===== src/quad_pointer_defs.svh =====
// Constants for the quad data pointer unit
// Behaviour
// RQ1 - Four pointers, each 24 bits from high, middle and low byte registers.
// RQ2 - Control bits 3 and 0 pick pointer 0..3 as a two-bit number.
// RQ3 - Every pointer instruction acts on the pointer the select bits name.
// RQ4 - Control bits 2 and 1 unimplemented, so incrementing control flips only bit 0.
// RQ5 - Pointer increment adds one if direction bit clear, subtracts one if set.
// RQ6 - Direction bits: control bits 6,7 for pointers 0,1; upper control bits 6,7 for 2,3.
// RQ7 - Toggle enable at bit 5 inverts select bit 0 after qualifying instructions, bit 3 kept.
// RQ8 - Toggle applies to increment, both immediate loads, code read, external read and write.
// RQ9 - Auto-step at bit 4 steps pointer after code read and external read or write.
// RQ10 - No rotation through all four; toggle partners are fixed pairs only.
// RQ11 - Pointer active at instruction start is used and stepped, then select toggles.
// RQ12 - Pointer 0 at 93h, 83h, 82h; pointer 1 at 95h, 85h, 84h.
// RQ13 - Pointer 2 at EBh, F3h, F2h; pointer 3 at EDh, F5h, F4h.
// RQ14 - Steps carry across all 24 bits with wrap; control clears to zero on reset.
`ifndef QUAD_POINTER_DEFS_SVH
`define QUAD_POINTER_DEFS_SVH

`define ADDR_PTR0_HIGH 8'h93
`define ADDR_PTR0_MID 8'h83
`define ADDR_PTR0_LOW 8'h82
`define ADDR_PTR1_HIGH 8'h95
`define ADDR_PTR1_MID 8'h85
`define ADDR_PTR1_LOW 8'h84
`define ADDR_PTR2_HIGH 8'heb
`define ADDR_PTR2_MID 8'hf3
`define ADDR_PTR2_LOW 8'hf2
`define ADDR_PTR3_HIGH 8'hed
`define ADDR_PTR3_MID 8'hf5
`define ADDR_PTR3_LOW 8'hf4
`define ADDR_CTRL 8'h86
`define ADDR_CTRL_UPPER 8'he3

`define BIT_CHOICE_LSB 0
`define BIT_CHOICE_MSB 3
`define BIT_AUTO_STEP 4
`define BIT_AUTO_TOGGLE 5
`define BIT_DOWN_EVEN 6
`define BIT_DOWN_ODD 7

`define CTRL_RESET 8'h00
`define PTR_RESET 24'h000000
`define PTR_ONE 24'h000001

`endif


===== src/quad_pointer_pkg.sv =====
// Types shared by the quad data pointer unit
package quad_pointer_pkg;

  typedef struct packed {
    logic rd;
    logic wr;
    logic [7:0] addr;
    logic [7:0] wdata;
  } sfr_req_type;

  typedef struct packed {
    logic inc_ptr;
    logic load16;
    logic load24;
    logic code_read;
    logic ext_read;
    logic ext_write;
  } instr_strobe_type;

  typedef struct packed {
    logic [3:0] down_dir;
    logic auto_toggle_enable;
    logic auto_step_enable;
    logic pointer_choice_msb;
    logic pointer_choice_lsb;
  } ctrl_type;

endpackage : quad_pointer_pkg


===== src/quad_data_pointer_unit.sv =====
// Quad 24-bit data pointer unit with select, direction, auto-toggle and auto-step
`timescale 1ns/1ns
`include "quad_pointer_defs.svh"
module quad_data_pointer_unit (
  input wire logic ref_clk_in,
  input wire logic arst_n_in,
  input quad_pointer_pkg::sfr_req_type sfr_req_in,
  input quad_pointer_pkg::instr_strobe_type instr_in,
  input wire logic [23:0] load_data_in,
  output logic [7:0] sfr_rdata_out,
  output logic sfr_hit_out,
  output logic [23:0] active_ptr_out,
  output logic [1:0] active_index_out
);

  // Which pointer a byte address belongs to
  function automatic logic [1:0] slot_of(input logic [7:0] addr);
    logic [1:0] idx;
    idx = 2'h0;
    unique case (addr)
      `ADDR_PTR1_HIGH, `ADDR_PTR1_MID, `ADDR_PTR1_LOW: idx = 2'h1;
      `ADDR_PTR2_HIGH, `ADDR_PTR2_MID, `ADDR_PTR2_LOW: idx = 2'h2;
      `ADDR_PTR3_HIGH, `ADDR_PTR3_MID, `ADDR_PTR3_LOW: idx = 2'h3;
      default: idx = 2'h0;
    endcase
    return idx;
  endfunction : slot_of

  // One-hot byte lane of a pointer address, zero when unmapped
  function automatic logic [2:0] lane_of(input logic [7:0] addr);
    logic [2:0] lane;
    lane = 3'h0;
    unique case (addr)
      `ADDR_PTR0_LOW, `ADDR_PTR1_LOW, `ADDR_PTR2_LOW, `ADDR_PTR3_LOW: lane = 3'h1; // RQ12 RQ13
      `ADDR_PTR0_MID, `ADDR_PTR1_MID, `ADDR_PTR2_MID, `ADDR_PTR3_MID: lane = 3'h2; // RQ12 RQ13
      `ADDR_PTR0_HIGH, `ADDR_PTR1_HIGH, `ADDR_PTR2_HIGH, `ADDR_PTR3_HIGH: lane = 3'h4; // RQ12 RQ13
      default: lane = 3'h0;
    endcase
    return lane;
  endfunction : lane_of

  quad_pointer_pkg::ctrl_type ctrl;
  quad_pointer_pkg::ctrl_type ctrl_next;
  logic [23:0] ptr_val [4];
  logic [23:0] ptr_next [4];
  logic [1:0] active_index;
  logic [1:0] active_index_next;
  logic [1:0] wr_slot;
  logic [2:0] wr_lane;
  logic [1:0] rd_slot;
  logic [2:0] rd_lane;
  logic ctrl_we;
  logic upper_we;
  logic toggle_event;
  logic step_event;
  logic [2:0] load_lanes;
  logic [7:0] rdata_next;
  logic hit_next;
  logic [23:0] rd_ptr;

  assign active_index = {ctrl.pointer_choice_msb, ctrl.pointer_choice_lsb}; // RQ2
  assign active_index_next = {ctrl_next.pointer_choice_msb, ctrl_next.pointer_choice_lsb};

  assign wr_slot = slot_of(sfr_req_in.addr);
  assign wr_lane = sfr_req_in.wr ? lane_of(sfr_req_in.addr) : 3'h0;
  assign rd_slot = slot_of(sfr_req_in.addr);
  assign rd_lane = lane_of(sfr_req_in.addr);
  assign ctrl_we = sfr_req_in.wr && (sfr_req_in.addr == `ADDR_CTRL);
  assign upper_we = sfr_req_in.wr && (sfr_req_in.addr == `ADDR_CTRL_UPPER);

  // Six instructions qualify for toggling, four for stepping (increment always, three only with auto-step)
  assign toggle_event = ctrl.auto_toggle_enable && (instr_in.inc_ptr || instr_in.load16 || instr_in.load24 ||
                        instr_in.code_read || instr_in.ext_read || instr_in.ext_write); // RQ7 RQ8
  assign step_event = instr_in.inc_ptr || (ctrl.auto_step_enable &&
                      (instr_in.code_read || instr_in.ext_read || instr_in.ext_write)); // RQ5 RQ9

  // A 16-bit load leaves the high byte alone
  assign load_lanes = instr_in.load24 ? 3'h7 : (instr_in.load16 ? 3'h3 : 3'h0);

  pointer_control_regs u_ctrl (
    .ref_clk_in(ref_clk_in),
    .arst_n_in(arst_n_in),
    .ctrl_we_in(ctrl_we),
    .upper_we_in(upper_we),
    .wdata_in(sfr_req_in.wdata),
    .toggle_in(toggle_event),
    .ctrl_out(ctrl),
    .ctrl_next_out(ctrl_next)
  );

  // Step and load use the index held at the start of the instruction
  genvar g;
  generate
    for (g = 0; g < 4; g = g + 1) begin : slots
      logic is_active;
      assign is_active = (active_index == 2'(g)); // RQ3 RQ11
      pointer_slot u_slot (
        .ref_clk_in(ref_clk_in),
        .arst_n_in(arst_n_in),
        .byte_we_in((wr_slot == 2'(g)) ? wr_lane : 3'h0),
        .wdata_in(sfr_req_in.wdata),
        .load_en_in(is_active ? load_lanes : 3'h0), // RQ3
        .load_data_in(load_data_in),
        .step_in(is_active && step_event), // RQ3 RQ11
        .down_in(ctrl.down_dir[g]), // RQ5 RQ6
        .ptr_out(ptr_val[g]),
        .ptr_next_out(ptr_next[g])
      );
    end
  endgenerate

  assign rd_ptr = ptr_val[rd_slot];

  always_comb begin
    rdata_next = 8'h00;
    hit_next = 1'b1;
    if (sfr_req_in.addr == `ADDR_CTRL) begin
      rdata_next[`BIT_CHOICE_LSB] = ctrl.pointer_choice_lsb;
      rdata_next[`BIT_CHOICE_MSB] = ctrl.pointer_choice_msb;
      rdata_next[`BIT_AUTO_STEP] = ctrl.auto_step_enable;
      rdata_next[`BIT_AUTO_TOGGLE] = ctrl.auto_toggle_enable;
      rdata_next[`BIT_DOWN_EVEN] = ctrl.down_dir[0];
      rdata_next[`BIT_DOWN_ODD] = ctrl.down_dir[1];
    end else if (sfr_req_in.addr == `ADDR_CTRL_UPPER) begin
      rdata_next[`BIT_DOWN_EVEN] = ctrl.down_dir[2];
      rdata_next[`BIT_DOWN_ODD] = ctrl.down_dir[3];
    end else if (rd_lane[0]) begin
      rdata_next = rd_ptr[7:0];
    end else if (rd_lane[1]) begin
      rdata_next = rd_ptr[15:8];
    end else if (rd_lane[2]) begin
      rdata_next = rd_ptr[23:16];
    end else begin
      hit_next = 1'b0;
    end
  end

  // Read data holds until the next read strobe
  always_ff @(posedge ref_clk_in or negedge arst_n_in) begin
    if (!arst_n_in) begin
      sfr_rdata_out <= 8'h00;
      sfr_hit_out <= 1'b0;
    end else if (sfr_req_in.rd) begin
      sfr_rdata_out <= rdata_next;
      sfr_hit_out <= hit_next;
    end
  end

  // Registered view of the pointer the next instruction will use
  always_ff @(posedge ref_clk_in or negedge arst_n_in) begin
    if (!arst_n_in) begin
      active_ptr_out <= `PTR_RESET;
      active_index_out <= 2'h0;
    end else begin
      active_ptr_out <= ptr_next[active_index_next]; // RQ3
      active_index_out <= active_index_next; // RQ2
    end
  end

endmodule : quad_data_pointer_unit


===== src/pointer_slot.sv =====
// One 24-bit data pointer with byte writes, loads and steps
`timescale 1ns/1ns
`include "quad_pointer_defs.svh"
module pointer_slot (
  input wire logic ref_clk_in,
  input wire logic arst_n_in,
  input wire logic [2:0] byte_we_in,
  input wire logic [7:0] wdata_in,
  input wire logic [2:0] load_en_in,
  input wire logic [23:0] load_data_in,
  input wire logic step_in,
  input wire logic down_in,
  output logic [23:0] ptr_out,
  output logic [23:0] ptr_next_out
);

  logic [23:0] ptr_reg;
  logic [23:0] ptr_next;
  logic [23:0] stepped;
  integer b;

  // Full 24-bit add or subtract, wraps modulo 2^24
  assign stepped = down_in ? ptr_reg - `PTR_ONE : ptr_reg + `PTR_ONE; // RQ5 RQ14

  always_comb begin
    ptr_next = step_in ? stepped : ptr_reg;
    for (b = 0; b < 3; b = b + 1) begin
      if (load_en_in[b]) begin
        ptr_next[b*8 +: 8] = load_data_in[b*8 +: 8];
      end
      // A direct byte write beats any step in the same cycle
      if (byte_we_in[b]) begin
        ptr_next[b*8 +: 8] = wdata_in;
      end
    end
  end

  always_ff @(posedge ref_clk_in or negedge arst_n_in) begin
    if (!arst_n_in) begin
      ptr_reg <= `PTR_RESET;
    end else begin
      ptr_reg <= ptr_next; // RQ1
    end
  end

  assign ptr_out = ptr_reg;
  assign ptr_next_out = ptr_next;

endmodule : pointer_slot


===== src/pointer_control_regs.sv =====
// Pointer control and upper-pair control registers
`timescale 1ns/1ns
`include "quad_pointer_defs.svh"
module pointer_control_regs (
  input wire logic ref_clk_in,
  input wire logic arst_n_in,
  input wire logic ctrl_we_in,
  input wire logic upper_we_in,
  input wire logic [7:0] wdata_in,
  input wire logic toggle_in,
  output quad_pointer_pkg::ctrl_type ctrl_out,
  output quad_pointer_pkg::ctrl_type ctrl_next_out
);

  quad_pointer_pkg::ctrl_type ctrl_reg;
  quad_pointer_pkg::ctrl_type ctrl_next;

  always_comb begin
    ctrl_next = ctrl_reg;
    // Only the low select bit flips, so toggling stays inside the pair
    if (toggle_in) begin
      ctrl_next.pointer_choice_lsb = ~ctrl_reg.pointer_choice_lsb; // RQ7 RQ10 RQ11
    end
    // Bits 2 and 1 have no storage; a carry out of bit 0 is simply lost
    if (ctrl_we_in) begin
      ctrl_next.pointer_choice_lsb = wdata_in[`BIT_CHOICE_LSB]; // RQ4
      ctrl_next.pointer_choice_msb = wdata_in[`BIT_CHOICE_MSB]; // RQ2
      ctrl_next.auto_step_enable = wdata_in[`BIT_AUTO_STEP];
      ctrl_next.auto_toggle_enable = wdata_in[`BIT_AUTO_TOGGLE];
      ctrl_next.down_dir[0] = wdata_in[`BIT_DOWN_EVEN]; // RQ6
      ctrl_next.down_dir[1] = wdata_in[`BIT_DOWN_ODD]; // RQ6
    end
    if (upper_we_in) begin
      ctrl_next.down_dir[2] = wdata_in[`BIT_DOWN_EVEN]; // RQ6
      ctrl_next.down_dir[3] = wdata_in[`BIT_DOWN_ODD]; // RQ6
    end
  end

  always_ff @(posedge ref_clk_in or negedge arst_n_in) begin
    if (!arst_n_in) begin
      ctrl_reg <= quad_pointer_pkg::ctrl_type'(`CTRL_RESET); // RQ14
    end else begin
      ctrl_reg <= ctrl_next;
    end
  end

  assign ctrl_out = ctrl_reg;
  assign ctrl_next_out = ctrl_next;

endmodule : pointer_control_regs


===== config.mk =====
export PLATFORM = sky130hd
export DESIGN_NAME = quad_data_pointer_unit
export DESIGN_NICKNAME = d
export VERILOG_FILES = /design/src/quad_pointer_pkg.sv /design/src/quad_data_pointer_unit.sv /design/src/pointer_slot.sv /design/src/pointer_control_regs.sv
export VERILOG_INCLUDE_DIRS = /design/src
export SDC_FILE = /design/constraint.sdc
export NUM_CORES = 1
export LEC_CHECK = 0
export ABC_CLOCK_PERIOD_IN_PS = 4300
export BUFFER_PORTS_ARGS = -buffer_cell sky130_fd_sc_hd__buf_2
export CAP_MARGIN = 5
export CORE_UTILIZATION = 35
export CTS_CLUSTER_SIZE = 25
export DETAILED_ROUTE_END_ITERATION = 6
export GPL_TIMING_DRIVEN = 0
export HOLD_SLACK_MARGIN = 0.06
export PLACE_DENSITY = 0.48
export SLEW_MARGIN = 20
export SYNTH_ARGS = -nofsm -noshare
export SYNTH_HDL_FRONTEND = slang
export SYNTH_SLANG_ARGS = --single-unit
export TNS_END_PERCENT = 1

===== constraint.sdc =====
create_clock -name ref_clk_in -period 4.3 [get_ports ref_clk_in]
set_input_delay 0.43 -clock ref_clk_in [delete_from_list [all_inputs] [get_ports ref_clk_in]]
set_output_delay 0.43 -clock ref_clk_in [all_outputs]
set_load 0.01 [all_outputs]

==> results.md <==
* Fillers at 3787
* CTS root buf: clkbuf_16
* Min Clock Period, post-route at a little over 4000 ps
* Area leader, netlist: dfrtp_1
* Final net count at 1871
* Routed len/inst at around 26 um
* Max-Cap Viols at 0
* Nature of the critical path startpoint: register
* Final Non-Filler Cells at 2203
* Crit Path Max Fanout at 26
* Initial core utilization at 0.355
* Layout Utilization at 0.401
* Final hold violations at 0
* First-pass GRT wire length at approximately 84000 um
* Avg Cell Area, Syn at about 7.8 um^2
* DR iter-0 viols at ~1400
* Total wire length at between 50000 and 60000 um
* Routing usage on met2 at 0.483
* Worst EP required at about 4600 ps
* Distinct cells, synth at between 80 and 90
* Slew headroom at 0.135
* CP endpoint kind: register
* Register bit total from synthesis at 137
* DRC at 5
* Sequential Area at about 3400 um^2
* Core area at roughly 36000 um^2
* Ys flop type: dfrtp_1
* Synthesized area at 12600 um^2
* Htree depth at 4
* Post-CTS setup buffer count at 0
* Vias per inst at slightly above 6
* Final worst path period share at 0.958
* Die Wd at 192 um
* Status: finished with violations
* Vias at 13500
* Setup TNS at 0 ps
* Failing checks: DRC
* Place WS at -375 ps
* Unrepaired setup endpoints after global routing: no
* Seq/Total Area, Yosys at 0.271
* Drt first pass iters at 7
* Pwr per Cell Area at around 680 nW/um^2
* Tot GR Track Use at 0.316
* Synthesized instance count at about 1600
* PortBufs at 83
* Met3 GRT Util at 0.0501
* Dpl hpwl at between 40000 and 50000 um
* Chip height at about 190 um
* Yosys Warn Count at 0
* Site Rows at 69
* Die area at roughly 37000 um^2
* TritonCTS clock tree: built
* Fmax at about 240 MHz
* Final setup margin at 181 ps
* Largest net degree at the start of global routing at between 80 and 90
* Leak at 6.18 nW
* Worst Hold Class: input port to register
* Multi-input logic area at a little under 9000 um^2
* Placed Cells at 2170
* Syn_nets at 1767
* Area Growth Syn to Fin at 12.9%
* GRT overflow at 0
* GR peak layer: met2
* Antenna cells at 0
* Top post-synthesis cells by area: dfrtp_1, ha_1, o21ai_0, nand2_1, a21oi_1
* Critical path arrival at 4430 ps
* Sink Count at between 100 and 150
* EDFF count, synth at 0
* Finish-stage setup viols at 0
* Post-synth ARST share at 1.00
* Slew of the pin with the lowest slew margin at between 1000 and 1500 ps
* Max Root-Sink Buffers at 2
* CTS clk-pin slew, worst paths at 70 ps
* Post-route antenna net violation count at 0
* GRT met1 Usage at 0.457
* Gp weighted congestion at around 0.96
* Count leader, synth: nand2_1
* Ports at 85
* Worst clock skew at 16.0 ps
* Initial antenna violation count at 0
* Layout cell share with drive strength beyond 1 at 0.108
* Cts bufs inserted at 17
* Count of pins over their slew limit at 0
* Top cell type's share of synthesized area at 0.271
* Worst skew pair latency at roughly 450 ps
* Peak VDD IR at approximately 0.31 mV
* Most frequent cells after synthesis: nand2_1, o21ai_0, a21oi_1, dfrtp_1, nor2_1
* Crit Path Class: register to register
* Vias in the first global route at around 12000
[per-layer routing]
layer / share of wire / wire, um / vias up
met4: 0.024 / 1360 / 0
li1: - / - / 6268
met5: 0 / 0 / -
met1: 0.45 / 25800 / 6499
met2: 0.43 / 25100 / 653
met3: 0.094 / 5410 / 64
[flip-flops by register name, indices dropped and copies added (netlist names)]
register and flops:
slots.u_slot.ptr_out 96, active_ptr_out 24, u_ctrl.ctrl_out 6, sfr_hit_out 1, active_index_out 2, sfr_rdata_out 8
[report_power, final]
| part | total, mW | switching, mW | leakage [nW] | internal (mW) |
|---|---|---|---|---|
| clock | 1.53 | 0.702 | 0.265 | 0.829 |
| sequential | 2.58 | 0.718 | 1.64 | 1.86 |
| combinational | 5.60 | 3.40 | 4.28 | 2.20 |
| total | 9.71 | 4.82 | 6.18 | 4.89 |
[critical path, cell delays in order (launching register included)]
cell and delay, ps:
dfrtp_2 790, ha_1 390, o21ai_0 290, o21bai_2 130
o211ai_2 280, a21oi_2 120, o211a_1 240, o21a_2 210
o41ai_2 270, mux2i_1 410, mux2i_1 120, a311o_1 330
a221o_1 390
[cell usage in the layout, fill, tap and decap left out, types with 29 or more instances in the layout]
cell      synthesis  final
a211oi_1         29     29
a21o_1           31     31
a21oi_1         142    142
buf_2            20    102
clkbuf_1         53     54
dfrtp_1         137    133
ha_1             88     88
inv_1            45     45
nand2_1         226    226
nand3_1          45     45
nor2_1          130    130
nor3_1           42     42
o211ai_1         41     41
o21ai_0         170    170
xnor2_1          33     33
[cell families (layout without fill, tap and decap cells)]
family                     after synthesis  after routing  synth area share
AOI/OAI and AO/OA                      593            593             0.302
and+or+nand+nor                        576            576             0.209
DFF                                    137            137             0.271
buffers and inverters                  129            246            0.0421
adders and majority gates               92             92            0.0934
xor gates and xnor gates                60             60            0.0416
muxes                                   38             38            0.0407
[path summary, 6_finish.rpt]
kind	cells after the start	to	slack, ps	start
setup / recovery	12	active_ptr_out[23]	180	u_ctrl.ctrl_out[5]
hold / removal	3	slots[0].u_slot.ptr_out[9]	360	sfr_req_in[1]
setup reg to reg	12	active_ptr_out[23]	180	u_ctrl.ctrl_out[5]
hold reg to reg	2	sfr_rdata_out[2]	530	sfr_rdata_out[2]
max in group asynchronous	3	slots[3].u_slot.ptr_out[6]	2940	arst_n_in
min in group asynchronous	2	slots[0].u_slot.ptr_out[21]	580	arst_n_in
[metrics by stage]
step                      total power, mW  hold WS, ps  instance area [um^2]
after floorplan                      6.15          134                 12600
after global placement               8.00          506                 13600
after detailed placement             8.01          480                 13700
after CTS                            9.56          340                 14300
after global routing                 10.3          347                 14300
final                                9.71          362                 14300
[repair_timing]
| item | CTS | global route |
|---|---|---|
| endpoints found under the hold margin | 79 | 0 |
| setup endpoints to repair | 10 | 5 |
| hold buffers | 1 | 0 |
| resized for setup | 3 | 2 |
[cell type report]
class | count | share of cell area
sequential | 137 | 0.241
timing repair buffer | 85 | 0.0324
inverter | 47 | 0.0124
multi-input combinational | 1359 | 0.609
clock buffer | 19 | 0.0310
buffer | 82 | 0.0249
tap | 461 | 0.0404
clock inverter | 13 | 0.00947
(Power assumes the default switching activity.)
